--- src/adcawd_pkg.sv ---
// Constants, register map and state type for the converter accumulator and window detector
// How it works
// - In burst mode each conversion after the first waits (64 - track field) x 50 ns of tracking.
// - The first conversion of a burst gets no burst track delay; the power-up delay covers it.
// - With track extension set, three extra converter clock cycles of tracking precede each conversion.
// - Bits 7 and 6 of the track-time register read as zero and software writes them as zero.
// - Writing a result byte loads the written value into that byte of the 16-bit accumulator.
// - With shifting on, the vacated top bits of the high result byte read as zero.
// - With shifting on, the top bits of the low result byte carry the bits shifted out of the high byte.
// - The output word is compared with the 16-bit limit pair at all times and the window flag raised on a match.
// - The window flag only drives the window_match_r output; no register read returns it as a status bit.
// - Inside or outside detection is chosen only by how the two limits relate to each other.
// - The greater-than limit is one 16-bit value from a high and a low byte register, both resetting to all ones.
// - With greater-than limit below less-than limit, the flag is set for words strictly between them.
// - Shift-and-justify codes 000 to 011 right-justify with 0 to 3 bit shift, 100 left-justifies, others reserved.
package adcawd_pkg;

  // ****************************************
  // Register map
  // ****************************************
  localparam logic [3:0] PAGE_MAIN = 4'h0;
  localparam logic [3:0] PAGE_CFG = 4'hF;
  localparam logic [7:0] ADDR_TRACK = 8'hBD;
  localparam logic [7:0] ADDR_RES_LO = 8'hBD;
  localparam logic [7:0] ADDR_RES_HI = 8'hBE;
  localparam logic [7:0] ADDR_GT_LO = 8'hC3;
  localparam logic [7:0] ADDR_GT_HI = 8'hC4;

  localparam logic [5:0] TRACK_RST = 6'h1E;
  localparam logic [7:0] RES_RST = 8'h00;
  localparam logic [7:0] GT_RST = 8'hFF;

  localparam logic [2:0] SJ_LEFT = 3'h4;

  // ****************************************
  // Timing
  // ****************************************
  localparam int TRACK_STEPS = 64;
  localparam int TRACK_UNIT_NS = 50;
  localparam int CLK_PERIOD_NS = 5;
  // Least time, so round up
  localparam int TRACK_UNIT_CYC = (TRACK_UNIT_NS + CLK_PERIOD_NS - 1) / CLK_PERIOD_NS;
  localparam logic [1:0] EXT_SAR_CYC = 2'h3;

  typedef enum logic [1:0] {
    S_IDLE = 2'b00,
    S_TRACK = 2'b01,
    S_EXT = 2'b10,
    S_CONV = 2'b11
  } adcawd_state_t;

endpackage

--- src/adcawd_top.sv ---
// Burst sequencer, result accumulator and window detector of the sampling converter
`timescale 1ns/10ps
`default_nettype none
module adcawd_top #(
  parameter int DATA_WIDTH = 10
) (
  input wire logic clk,
  input wire logic rst_b,
  input wire logic [3:0] sfr_page,
  input wire logic [7:0] sfr_addr,
  input wire logic sfr_wr,
  input wire logic [7:0] sfr_wdata,
  output logic [7:0] sfr_rdata_r,
  input wire logic [2:0] shift_justify_field,
  input wire logic [15:0] less_than_limit,
  input wire logic burst_en,
  input wire logic track_ext_en,
  input wire logic [6:0] burst_len,
  input wire logic conv_req,
  input wire logic sar_tick,
  input wire logic conv_done,
  input wire logic [15:0] conv_data,
  output logic conv_start_r,
  output logic busy_r,
  output logic window_match_r
);

  localparam int LJ_SHIFT = 16 - DATA_WIDTH;

  // ****************************************
  // Register file
  // ****************************************
  logic [5:0] tk_r, tk_nxt;
  logic [15:0] acc_r, acc_nxt;
  logic [7:0] gt_lo_r, gt_lo_nxt;
  logic [7:0] gt_hi_r, gt_hi_nxt;
  logic [7:0] rdata_nxt;
  logic match_nxt;
  logic [15:0] fmt;
  logic [15:0] gt_word;
  logic sel_main;
  logic sel_cfg;

  assign sel_main = (sfr_page == adcawd_pkg::PAGE_MAIN);
  assign sel_cfg = (sfr_page == adcawd_pkg::PAGE_CFG);
  assign gt_word = {gt_hi_r, gt_lo_r};

  // Read view of the accumulator
  always_comb begin
    case (shift_justify_field)
      3'h0, 3'h1, 3'h2, 3'h3: begin
        fmt = acc_r >> shift_justify_field[1:0];
      end
      adcawd_pkg::SJ_LEFT: begin
        fmt = acc_r << LJ_SHIFT;
      end
      default: begin
        // Reserved codes read as plain right-justified data
        fmt = acc_r;
      end
    endcase
  end

  always_comb begin
    tk_nxt = tk_r;
    acc_nxt = acc_r;
    gt_lo_nxt = gt_lo_r;
    gt_hi_nxt = gt_hi_r;
    rdata_nxt = 8'h00;
    if (conv_done) begin
      acc_nxt = conv_data;
    end
    // Software byte write lands after a coinciding conversion load
    if (sfr_wr && sel_cfg && sfr_addr == adcawd_pkg::ADDR_TRACK) begin
      tk_nxt = sfr_wdata[5:0];
    end
    if (sfr_wr && sel_main) begin
      case (sfr_addr)
        adcawd_pkg::ADDR_RES_LO: begin
          acc_nxt[7:0] = sfr_wdata;
        end
        adcawd_pkg::ADDR_RES_HI: begin
          acc_nxt[15:8] = sfr_wdata;
        end
        adcawd_pkg::ADDR_GT_LO: begin
          gt_lo_nxt = sfr_wdata;
        end
        adcawd_pkg::ADDR_GT_HI: begin
          gt_hi_nxt = sfr_wdata;
        end
        default: begin
          acc_nxt = acc_nxt;
        end
      endcase
    end
    if (sel_cfg && sfr_addr == adcawd_pkg::ADDR_TRACK) begin
      rdata_nxt = {2'b00, tk_r};
    end else if (sel_main) begin
      case (sfr_addr)
        adcawd_pkg::ADDR_RES_LO: rdata_nxt = fmt[7:0];
        adcawd_pkg::ADDR_RES_HI: rdata_nxt = fmt[15:8];
        adcawd_pkg::ADDR_GT_LO: rdata_nxt = gt_lo_r;
        adcawd_pkg::ADDR_GT_HI: rdata_nxt = gt_hi_r;
        default: rdata_nxt = 8'h00;
      endcase
    end
    // Limits alone choose inside or outside detection
    if (gt_word < less_than_limit) begin
      match_nxt = (fmt > gt_word) && (fmt < less_than_limit);
    end else begin
      match_nxt = (fmt < less_than_limit) || (fmt > gt_word);
    end
  end

  always_ff @(posedge clk or negedge rst_b) begin
    if (!rst_b) begin
      tk_r <= adcawd_pkg::TRACK_RST;
      acc_r <= {adcawd_pkg::RES_RST, adcawd_pkg::RES_RST};
      gt_lo_r <= adcawd_pkg::GT_RST;
      gt_hi_r <= adcawd_pkg::GT_RST;
      sfr_rdata_r <= 8'h00;
      window_match_r <= 1'b0;
    end else begin
      tk_r <= tk_nxt;
      acc_r <= acc_nxt;
      gt_lo_r <= gt_lo_nxt;
      gt_hi_r <= gt_hi_nxt;
      sfr_rdata_r <= rdata_nxt;
      window_match_r <= match_nxt;
    end
  end

  // ****************************************
  // Burst sequencer
  // ****************************************
  adcawd_pkg::adcawd_state_t state_r, state_nxt;
  logic [9:0] cnt_r, cnt_nxt;
  logic [1:0] ext_r, ext_nxt;
  logic [6:0] left_r, left_nxt;
  logic start_nxt;
  logic [9:0] track_cyc;
  logic busy_nxt;

  // The field is read live, so a rewrite during tracking shortens or stretches it
  assign track_cyc = 10'((adcawd_pkg::TRACK_STEPS - int'(tk_r)) * adcawd_pkg::TRACK_UNIT_CYC);

  always_comb begin
    state_nxt = state_r;
    cnt_nxt = cnt_r;
    ext_nxt = ext_r;
    left_nxt = left_r;
    start_nxt = 1'b0;
    case (state_r)
      adcawd_pkg::S_IDLE: begin
        if (conv_req) begin
          left_nxt = (burst_en && burst_len != 7'h00) ? burst_len : 7'h01;
          ext_nxt = 2'h0;
          // First conversion skips the burst track delay
          if (track_ext_en) begin
            state_nxt = adcawd_pkg::S_EXT;
          end else begin
            state_nxt = adcawd_pkg::S_CONV;
            start_nxt = 1'b1;
          end
        end
      end
      adcawd_pkg::S_TRACK: begin
        cnt_nxt = cnt_r + 10'h001;
        if (cnt_r + 10'h001 >= track_cyc) begin
          cnt_nxt = 10'h000;
          ext_nxt = 2'h0;
          if (track_ext_en) begin
            state_nxt = adcawd_pkg::S_EXT;
          end else begin
            state_nxt = adcawd_pkg::S_CONV;
            start_nxt = 1'b1;
          end
        end
      end
      adcawd_pkg::S_EXT: begin
        if (sar_tick) begin
          ext_nxt = ext_r + 2'h1;
          if (ext_r + 2'h1 == adcawd_pkg::EXT_SAR_CYC) begin
            state_nxt = adcawd_pkg::S_CONV;
            start_nxt = 1'b1;
          end
        end
      end
      adcawd_pkg::S_CONV: begin
        if (conv_done && !conv_start_r) begin
          left_nxt = left_r - 7'h01;
          if (left_r > 7'h01 && burst_en) begin
            state_nxt = adcawd_pkg::S_TRACK;
            cnt_nxt = 10'h000;
          end else begin
            state_nxt = adcawd_pkg::S_IDLE;
          end
        end
      end
      default: begin
        state_nxt = adcawd_pkg::S_IDLE;
      end
    endcase
    busy_nxt = (state_nxt != adcawd_pkg::S_IDLE);
  end

  always_ff @(posedge clk or negedge rst_b) begin
    if (!rst_b) begin
      state_r <= adcawd_pkg::S_IDLE;
      cnt_r <= 10'h000;
      ext_r <= 2'h0;
      left_r <= 7'h00;
      conv_start_r <= 1'b0;
      busy_r <= 1'b0;
    end else begin
      state_r <= state_nxt;
      cnt_r <= cnt_nxt;
      ext_r <= ext_nxt;
      left_r <= left_nxt;
      conv_start_r <= start_nxt;
      busy_r <= busy_nxt;
    end
  end

  // ****************************************
  // Checks
  // ****************************************
  logic [9:0] trk_seen_r;
  logic [3:0] ext_seen_r;
  // A rewrite of the track field while tracking legally bends the interval, so length is only checked without one
  logic tk_held_r;

  always_ff @(posedge clk or negedge rst_b) begin
    if (!rst_b) begin
      trk_seen_r <= 10'h000;
      ext_seen_r <= 4'h0;
      tk_held_r <= 1'b1;
    end else begin
      trk_seen_r <= (state_r == adcawd_pkg::S_TRACK) ? trk_seen_r + 10'h001 : 10'h000;
      ext_seen_r <= (state_r != adcawd_pkg::S_EXT) ? 4'h0 : ext_seen_r + {3'h0, sar_tick};
      tk_held_r <= (state_r != adcawd_pkg::S_TRACK) || (tk_held_r && tk_nxt == tk_r);
    end
  end
endmodule
`default_nettype wire
--- config.mk ---
export PLATFORM = sky130hd
export DESIGN_NAME = adcawd_top
export DESIGN_NICKNAME = d
export VERILOG_FILES = /design/src/adcawd_pkg.sv /design/src/adcawd_top.sv
export SDC_FILE = /design/constraint.sdc
export NUM_CORES = 1
export LEC_CHECK = 0
export BUFFER_PORTS_ARGS = -buffer_cell sky130_fd_sc_hd__buf_2
export CAP_MARGIN = 20
export CORE_UTILIZATION = 50
export DETAILED_ROUTE_END_ITERATION = 7
export GPL_ROUTABILITY_DRIVEN = 0
export PLACE_DENSITY = 0.69
export SLEW_MARGIN = 25
export SYNTH_ARGS = -nofsm -noshare
export SYNTH_HDL_FRONTEND = slang
export SYNTH_SLANG_ARGS = --single-unit
--- constraint.sdc ---
create_clock -name clk -period 10.29 [get_ports clk]
set_input_delay 1.5435 -clock clk [delete_from_list [all_inputs] [get_ports clk]]
set_output_delay 1.5435 -clock clk [all_outputs]
set_load 0.02 [all_outputs]
# --- Word-level counts from Yosys, hierarchy flattened ---
# Index checks and enable logic that the tools add are counted.
word_totals:
  wordCells: 100
  regBits: 70
  inputBits: 70
  out_inout_bits: 11
classes:
  mux: 35
  shift: 1
  n_addsub: 4
  n_lt_le_gt_ge: 5
  eq_ne: 18
  mul: 1
  n_reduce_logical: 24
op_table:
  columns: ["operator", "n"]
  rows:
  - ["== test 8 bit, second input constant", 4]
  - ["< comparator 16 bit", 2]
  - ["two-way mux 16 bit", 2]
  - ["two-way mux 8 bit", 4]
  - ["one-hot mux 16 bit (2 select lines)", 1]
  - ["one-hot mux 8 bit (4 select lines)", 1]
  - ["two-way mux 10 bit", 3]
  - ["two-way mux 7 bit", 3]
  - ["one-hot mux 10 bit (2 select lines)", 1]
  - ["greater-than comparator 16 bit", 1]
  - ["two-way mux 2 bit", 8]
  - [">> shifter 16 x 2 -> 16 bit", 1]
  - ["one-hot mux 7 bit (2 select lines)", 1]
  - ["adder 10 x 1 -> 10 bit, second input constant", 1]
  - [">= comparator 10 bit", 1]
  - ["!= test 2 bit, second input constant", 5]
  - ["multiplier 8 x 4 -> 9 bit, second input constant", 1]
  - ["logical AND 1 bit", 8]
  - ["two-way mux 1 bit", 8]
  - ["one-hot mux 2 bit (4 select lines)", 1]
  - ["subtractor 7 x 6 -> 8 bit, first input constant", 1]
  - ["greater-than comparator 7 x 1 -> 1 bit, second input constant", 1]
  - ["nonzero test 7 bit", 1]
  - ["subtractor 7 x 1 -> 7 bit, second input constant", 1]
  - ["20 further kinds", 27]

# --- Depth between registers and ports, before layout ---
depth:
  ltp_word: 6
  mapped_depth: 19
  ltp_nobuf: 18

# --- Worst setup path after synthesis ---
# No wires, ideal clock.
synth_timing:
  kind: "in2reg"
  from: "input shift_justify_field[1]"
  to: "register window_match_r"
  cell_stages: 12
  required_ns: 10.164
  setup_time_ns: 0.126
  t_arrival_ns: 3.813
  path_buffers: 2
  path_slack_ns: 6.351
  path_cell_list: "buf_4 -> clkbuf_1 -> nor2_1 -> nand2_1 -> nand2_1 -> a221o_1 -> ha_1 -> o2111ai_1 -> a2111o_1 -> a31oi_1 -> a21oi_1 -> maj3_2"
synth_via:
  elab_chain_len: 6
  elab_cells_between_ends: 13
  classes_between: "order compare (2); eq/ne (4); shift (1); mux (2); reduce/logical (4)"
synth_lines:
  columns: ["item", "line_no", "text"]
  rows:
  - ["start: declaration", "adcawd_top.sv:14", "input wire logic [2:0] shift_justify_field,"]
  - ["== test 3 x 1 -> 1 bit (tied with other cells)", "adcawd_top.sv:50", "case (shift_justify_field)"]
  - ["OR reduction 4 bit", "adcawd_top.sv:50", null]
  - ["one-hot mux 16 bit (2 select lines) *", "adcawd_top.sv:50", null]
  - ["< comparator 16 bit / greater-than comparator 16 bit (equally long branches)", "adcawd_top.sv:109, adcawd_top.sv:111", null]
  - ["logical OR 1 bit / logical AND 1 bit (equally long branches)", "adcawd_top.sv:111, adcawd_top.sv:109", null]
  - ["two-way mux 1 bit *", "adcawd_top.sv:108", "if (gt_word < less_than_limit) begin"]
  - ["net match_nxt", "adcawd_top.sv:38", "logic match_nxt;"]
  - ["end signal: assignment", "adcawd_top.sv:129", "window_match_r <= match_nxt;"]
  - ["end: declaration", "adcawd_top.sv:25", "output logic window_match_r"]
# The timed path passes the listed nets; every way through them passes the cells marked *.
# A chain may end at the register's enable or synchronous reset.

# --- Worst setup path in the final report ---
layout_timing:
  from: "input shift_justify_field[2]"
  to: "register window_match_r"
# Same word-level chain as after synthesis.

==> flow_summary.toml <==
[cts]
cts-resized-gates = 0
clock_tree_from_tritoncts = "yes"
cts_max_level = 3
hold_buffers = 0
cts.reportedPaths.clkPinSlew_ns = 0.06
cts_buffers = 9
clock_tree_sinks = 70
clock_path_buffers = 2
cts_setup_buffers = 0
clk_latency_ns = 0.35
root_buffer_cell = "sky130_fd_sc_hd__clkbuf_16"

[die]
chipHeight_um = 112
total_die_area_um2 = 12600
floorplan.rows = 39
core_footprint_um2 = 11600
floorplan.die.width_um = 112
initial_utilization = 0.523
boundaryPins = 81

[power_and_ir_drop]
irDropWorstVdd_v = 0.0000813
total_leakage_power_nw = 3.31
cellPowerDensity_nw_per_um2 = 147
p_seq_frac = 0.367
power.share.combinational = 0.303
sw_frac_of_total = 0.365
clock_power_share = 0.330
p_switching_uw = 361
cell_internal_pwr_uw = 629

[worst_setup_path]
reg2reg_slack_ns = 6.32
critPathSlowestCell = "sky130_fd_sc_hd__buf_2"
cp.arrival_ns = 4.49
worst_setup_path_start_kind = "input port"
timing.critical_path.fanout_max = 53
worstPathCellList = "buf_2, mux2i_1, nor3_1, a221o_1, ha_1, o2111ai_1, a2111o_1, a31oi_1, a21oi_1, maj3_2"
crit_family = "compound AO/OA/AOI/OAI gates"
critical-path-max-stage-delay_ns = 0.68
critPathBufInv = 1
worstPathRequired_ns = 10.52
worstSetupPathType = "input port to flip-flop"
critical_path.endpoint_type = "flip-flop"

[layout]
area_growth_syn_to_layout_pct = 11.2
fill_cells = 1062
layout.cells.most_common = "sky130_fd_sc_hd__buf_2"
final_net_count = 880
antenna_cells_inserted = 0
post_route_cells_drive_above_1_share = 0.194
final-instance-count-excl-fill = 890
final_standard_cell_utilization_of_the_core = 0.581
layout_common_cells = "80 x sky130_fd_sc_hd__buf_2, 74 x sky130_fd_sc_hd__nand2_1, 67 x sky130_fd_sc_hd__ha_1, 57 x sky130_fd_sc_hd__inv_1, 50 x sky130_fd_sc_hd__dfrtp_1"

[placed_design]
io_buffer_count = 80
detailed_place_hpwl_mm = 12.2
dp_cells = 874

[synth]
yosys_warnings = 0
synth_nets = 821
number_of_synthesized_register_bits = 70
synthFlopType = "sky130_fd_sc_hd__dfrtp_1"
synthCells = 683
synth_cell_types = 81
avgSynthCellArea_um2 = 8.88
netlist_area_pre_place_um2 = 6070
synth_edf_count = 0
ys_seq_area_frac = 0.293
postSynth.asyncResetShare = 1.00

[drt]
number_of_detailed_route_iterations_in_the_first_pass = 7
post_drt_wl_per_cell_um = 18.2
routed_via_density = 6.14
final_antenna_net_count = 0
postRouteWirelength_mm = 16.2
vias = 5469
drc = 6
dr_iter_0_viols = 422

[global_route]
global_route_usage_over_all_layers = 0.273
grt_pass1_wl_mm = 26.8
grt_antenna_before_repair = 0
first_global_vias = 5420
grt_start_max_net_pins = 71
overflow = 0

[hold_path]
worstHoldPathType = "flip-flop to flip-flop"

[sta]
clock.fmax_mhz = 235
fin_setup_tns_ns = 0
finalSetupViolations = 0
finalHoldViolations = 0
worst_slew_slack_as_a_fraction_of_its_limit = 0.336
rsz0062_at_grt = "no"
count_of_final_max_slew_check_failures = 0
worst-slew-pin-transition_ns = 0.992
finalCriticalPeriod_ns = 4.26
clock-skew-final_ns = 0.00769
final.period_utilization = 0.414

[run_status]
failing_checks = "DRC"
run_status = "complete, but fails checks"

[flow_run]
max_cap_viol_count = 0
## synthesized netlist by cell type (6+ instances only)
| library cell | n | area [um2] |
|---|---|---|
| sky130_fd_sc_hd__nand2_1 | 74 | 278 |
| sky130_fd_sc_hd__ha_1 | 67 | 838 |
| sky130_fd_sc_hd__inv_1 | 57 | 214 |
| sky130_fd_sc_hd__dfrtp_1 | 50 | 1250 |
| sky130_fd_sc_hd__a21oi_1 | 39 | 195 |
| sky130_fd_sc_hd__o21ai_1 | 35 | 175 |
| sky130_fd_sc_hd__o21ai_0 | 34 | 170 |
| sky130_fd_sc_hd__nor2_1 | 32 | 120 |
| sky130_fd_sc_hd__mux2i_1 | 28 | 280 |
| sky130_fd_sc_hd__dfstp_2 | 20 | 526 |
| sky130_fd_sc_hd__a21o_1 | 19 | 143 |
| sky130_fd_sc_hd__nand3_1 | 14 | 70.1 |
| sky130_fd_sc_hd__nand4_1 | 12 | 75.1 |
| sky130_fd_sc_hd__buf_2 | 11 | 55.1 |
| sky130_fd_sc_hd__clkbuf_1 | 8 | 30.0 |
| sky130_fd_sc_hd__mux2_1 | 8 | 90.1 |
| sky130_fd_sc_hd__nand2b_1 | 8 | 50.1 |
| sky130_fd_sc_hd__xnor2_1 | 8 | 70.1 |
| sky130_fd_sc_hd__xor2_1 | 8 | 70.1 |
| sky130_fd_sc_hd__buf_4 | 7 | 52.6 |
| sky130_fd_sc_hd__buf_6 | 7 | 78.8 |
| sky130_fd_sc_hd__nor3_1 | 7 | 35.0 |
| sky130_fd_sc_hd__a221oi_2 | 6 | 90.1 |
| sky130_fd_sc_hd__a222oi_1 | 6 | 60.1 |
| sky130_fd_sc_hd__a32oi_1 | 6 | 52.6 |
| sky130_fd_sc_hd__and3_1 | 6 | 37.5 |
| sky130_fd_sc_hd__o311a_1 | 6 | 60.1 |
## flip-flops by register name, summed over array words and instances, names as in the netlist
name and flops:
sfr_rdata_r 8, ext_r 2, window_match_r 1, busy_r 1, gt_lo_r 8, acc_r 16, conv_start_r 1, tk_r 6
gt_hi_r 8, state_r 2, left_r 7, cnt_r 10
## final timing paths
check | to | from | cells after the start
hold / removal | cnt_r[9] | cnt_r[9] | 1
min in group asynchronous | acc_r[6] | rst_b | 2
setup reg to reg | conv_start_r | tk_r[1] | 18
hold reg to reg | cnt_r[9] | cnt_r[9] | 1
max in group asynchronous | sfr_rdata_r[3] | rst_b | 2
setup / recovery | window_match_r | shift_justify_field[2] | 10
## logic make-up after synthesis
| group | Yosys count | synth area share |
|---|---|---|
| flops | 70 | 0.293 |
| fa+ha+maj | 69 | 0.143 |
| mux | 38 | 0.0666 |
| simple gates | 189 | 0.159 |
| other cells | 1 | 0.000618 |
| compound gates | 209 | 0.243 |
| xor+xnor | 16 | 0.0231 |
| buf+inv | 91 | 0.0718 |
## layer usage
layer  track usage  up-vias  part of all wire
li1              -     2620                 -
met1         0.359     2605              0.45
met2         0.441      217              0.46
met3        0.0524       27             0.069
met4         0.114        0             0.025
met5             0        -                 0
## final cells by class
class / instances / area (um2) / area share
clock buffers: 10 / 239 / 0.0354
clock inverters: 6 / 68.8 / 0.0102
inverters: 58 / 219 / 0.0325
multi-input cells: 522 / 3860 / 0.572
flip-flops and latches: 70 / 1780 / 0.263
well taps: 143 / 179 / 0.0265
repair buffers: 81 / 408 / 0.0605
## power groups by stage
| stage | Clock [mW] | Sequential, mW | Combinational [mW] |
|---|---|---|---|
| 2_1_floorplan | 0 | 0.350 | 0.226 |
| 5_1_grt | 0.340 | 0.370 | 0.340 |
| 3_5_place_dp | 0 | 0.366 | 0.297 |
| 3_3_place_gp | 0 | 0.364 | 0.284 |
| 6_report | 0.327 | 0.363 | 0.300 |
| 4_1_cts | 0.330 | 0.362 | 0.299 |
## through the flow
stage	hold WS [ns]	worst slack (ns)	total power, mW	cell area (um2)
after global routing	0.546	5.87	1.05	6750
after floorplan	0.482	6.35	0.576	6070
final	0.516	6.03	0.990	6750
after CTS	0.517	6.11	0.992	6750
after global placement	0.494	5.92	0.648	6440
after detailed placement	0.504	5.80	0.663	6440
Power figures use the tool's default switching activity.
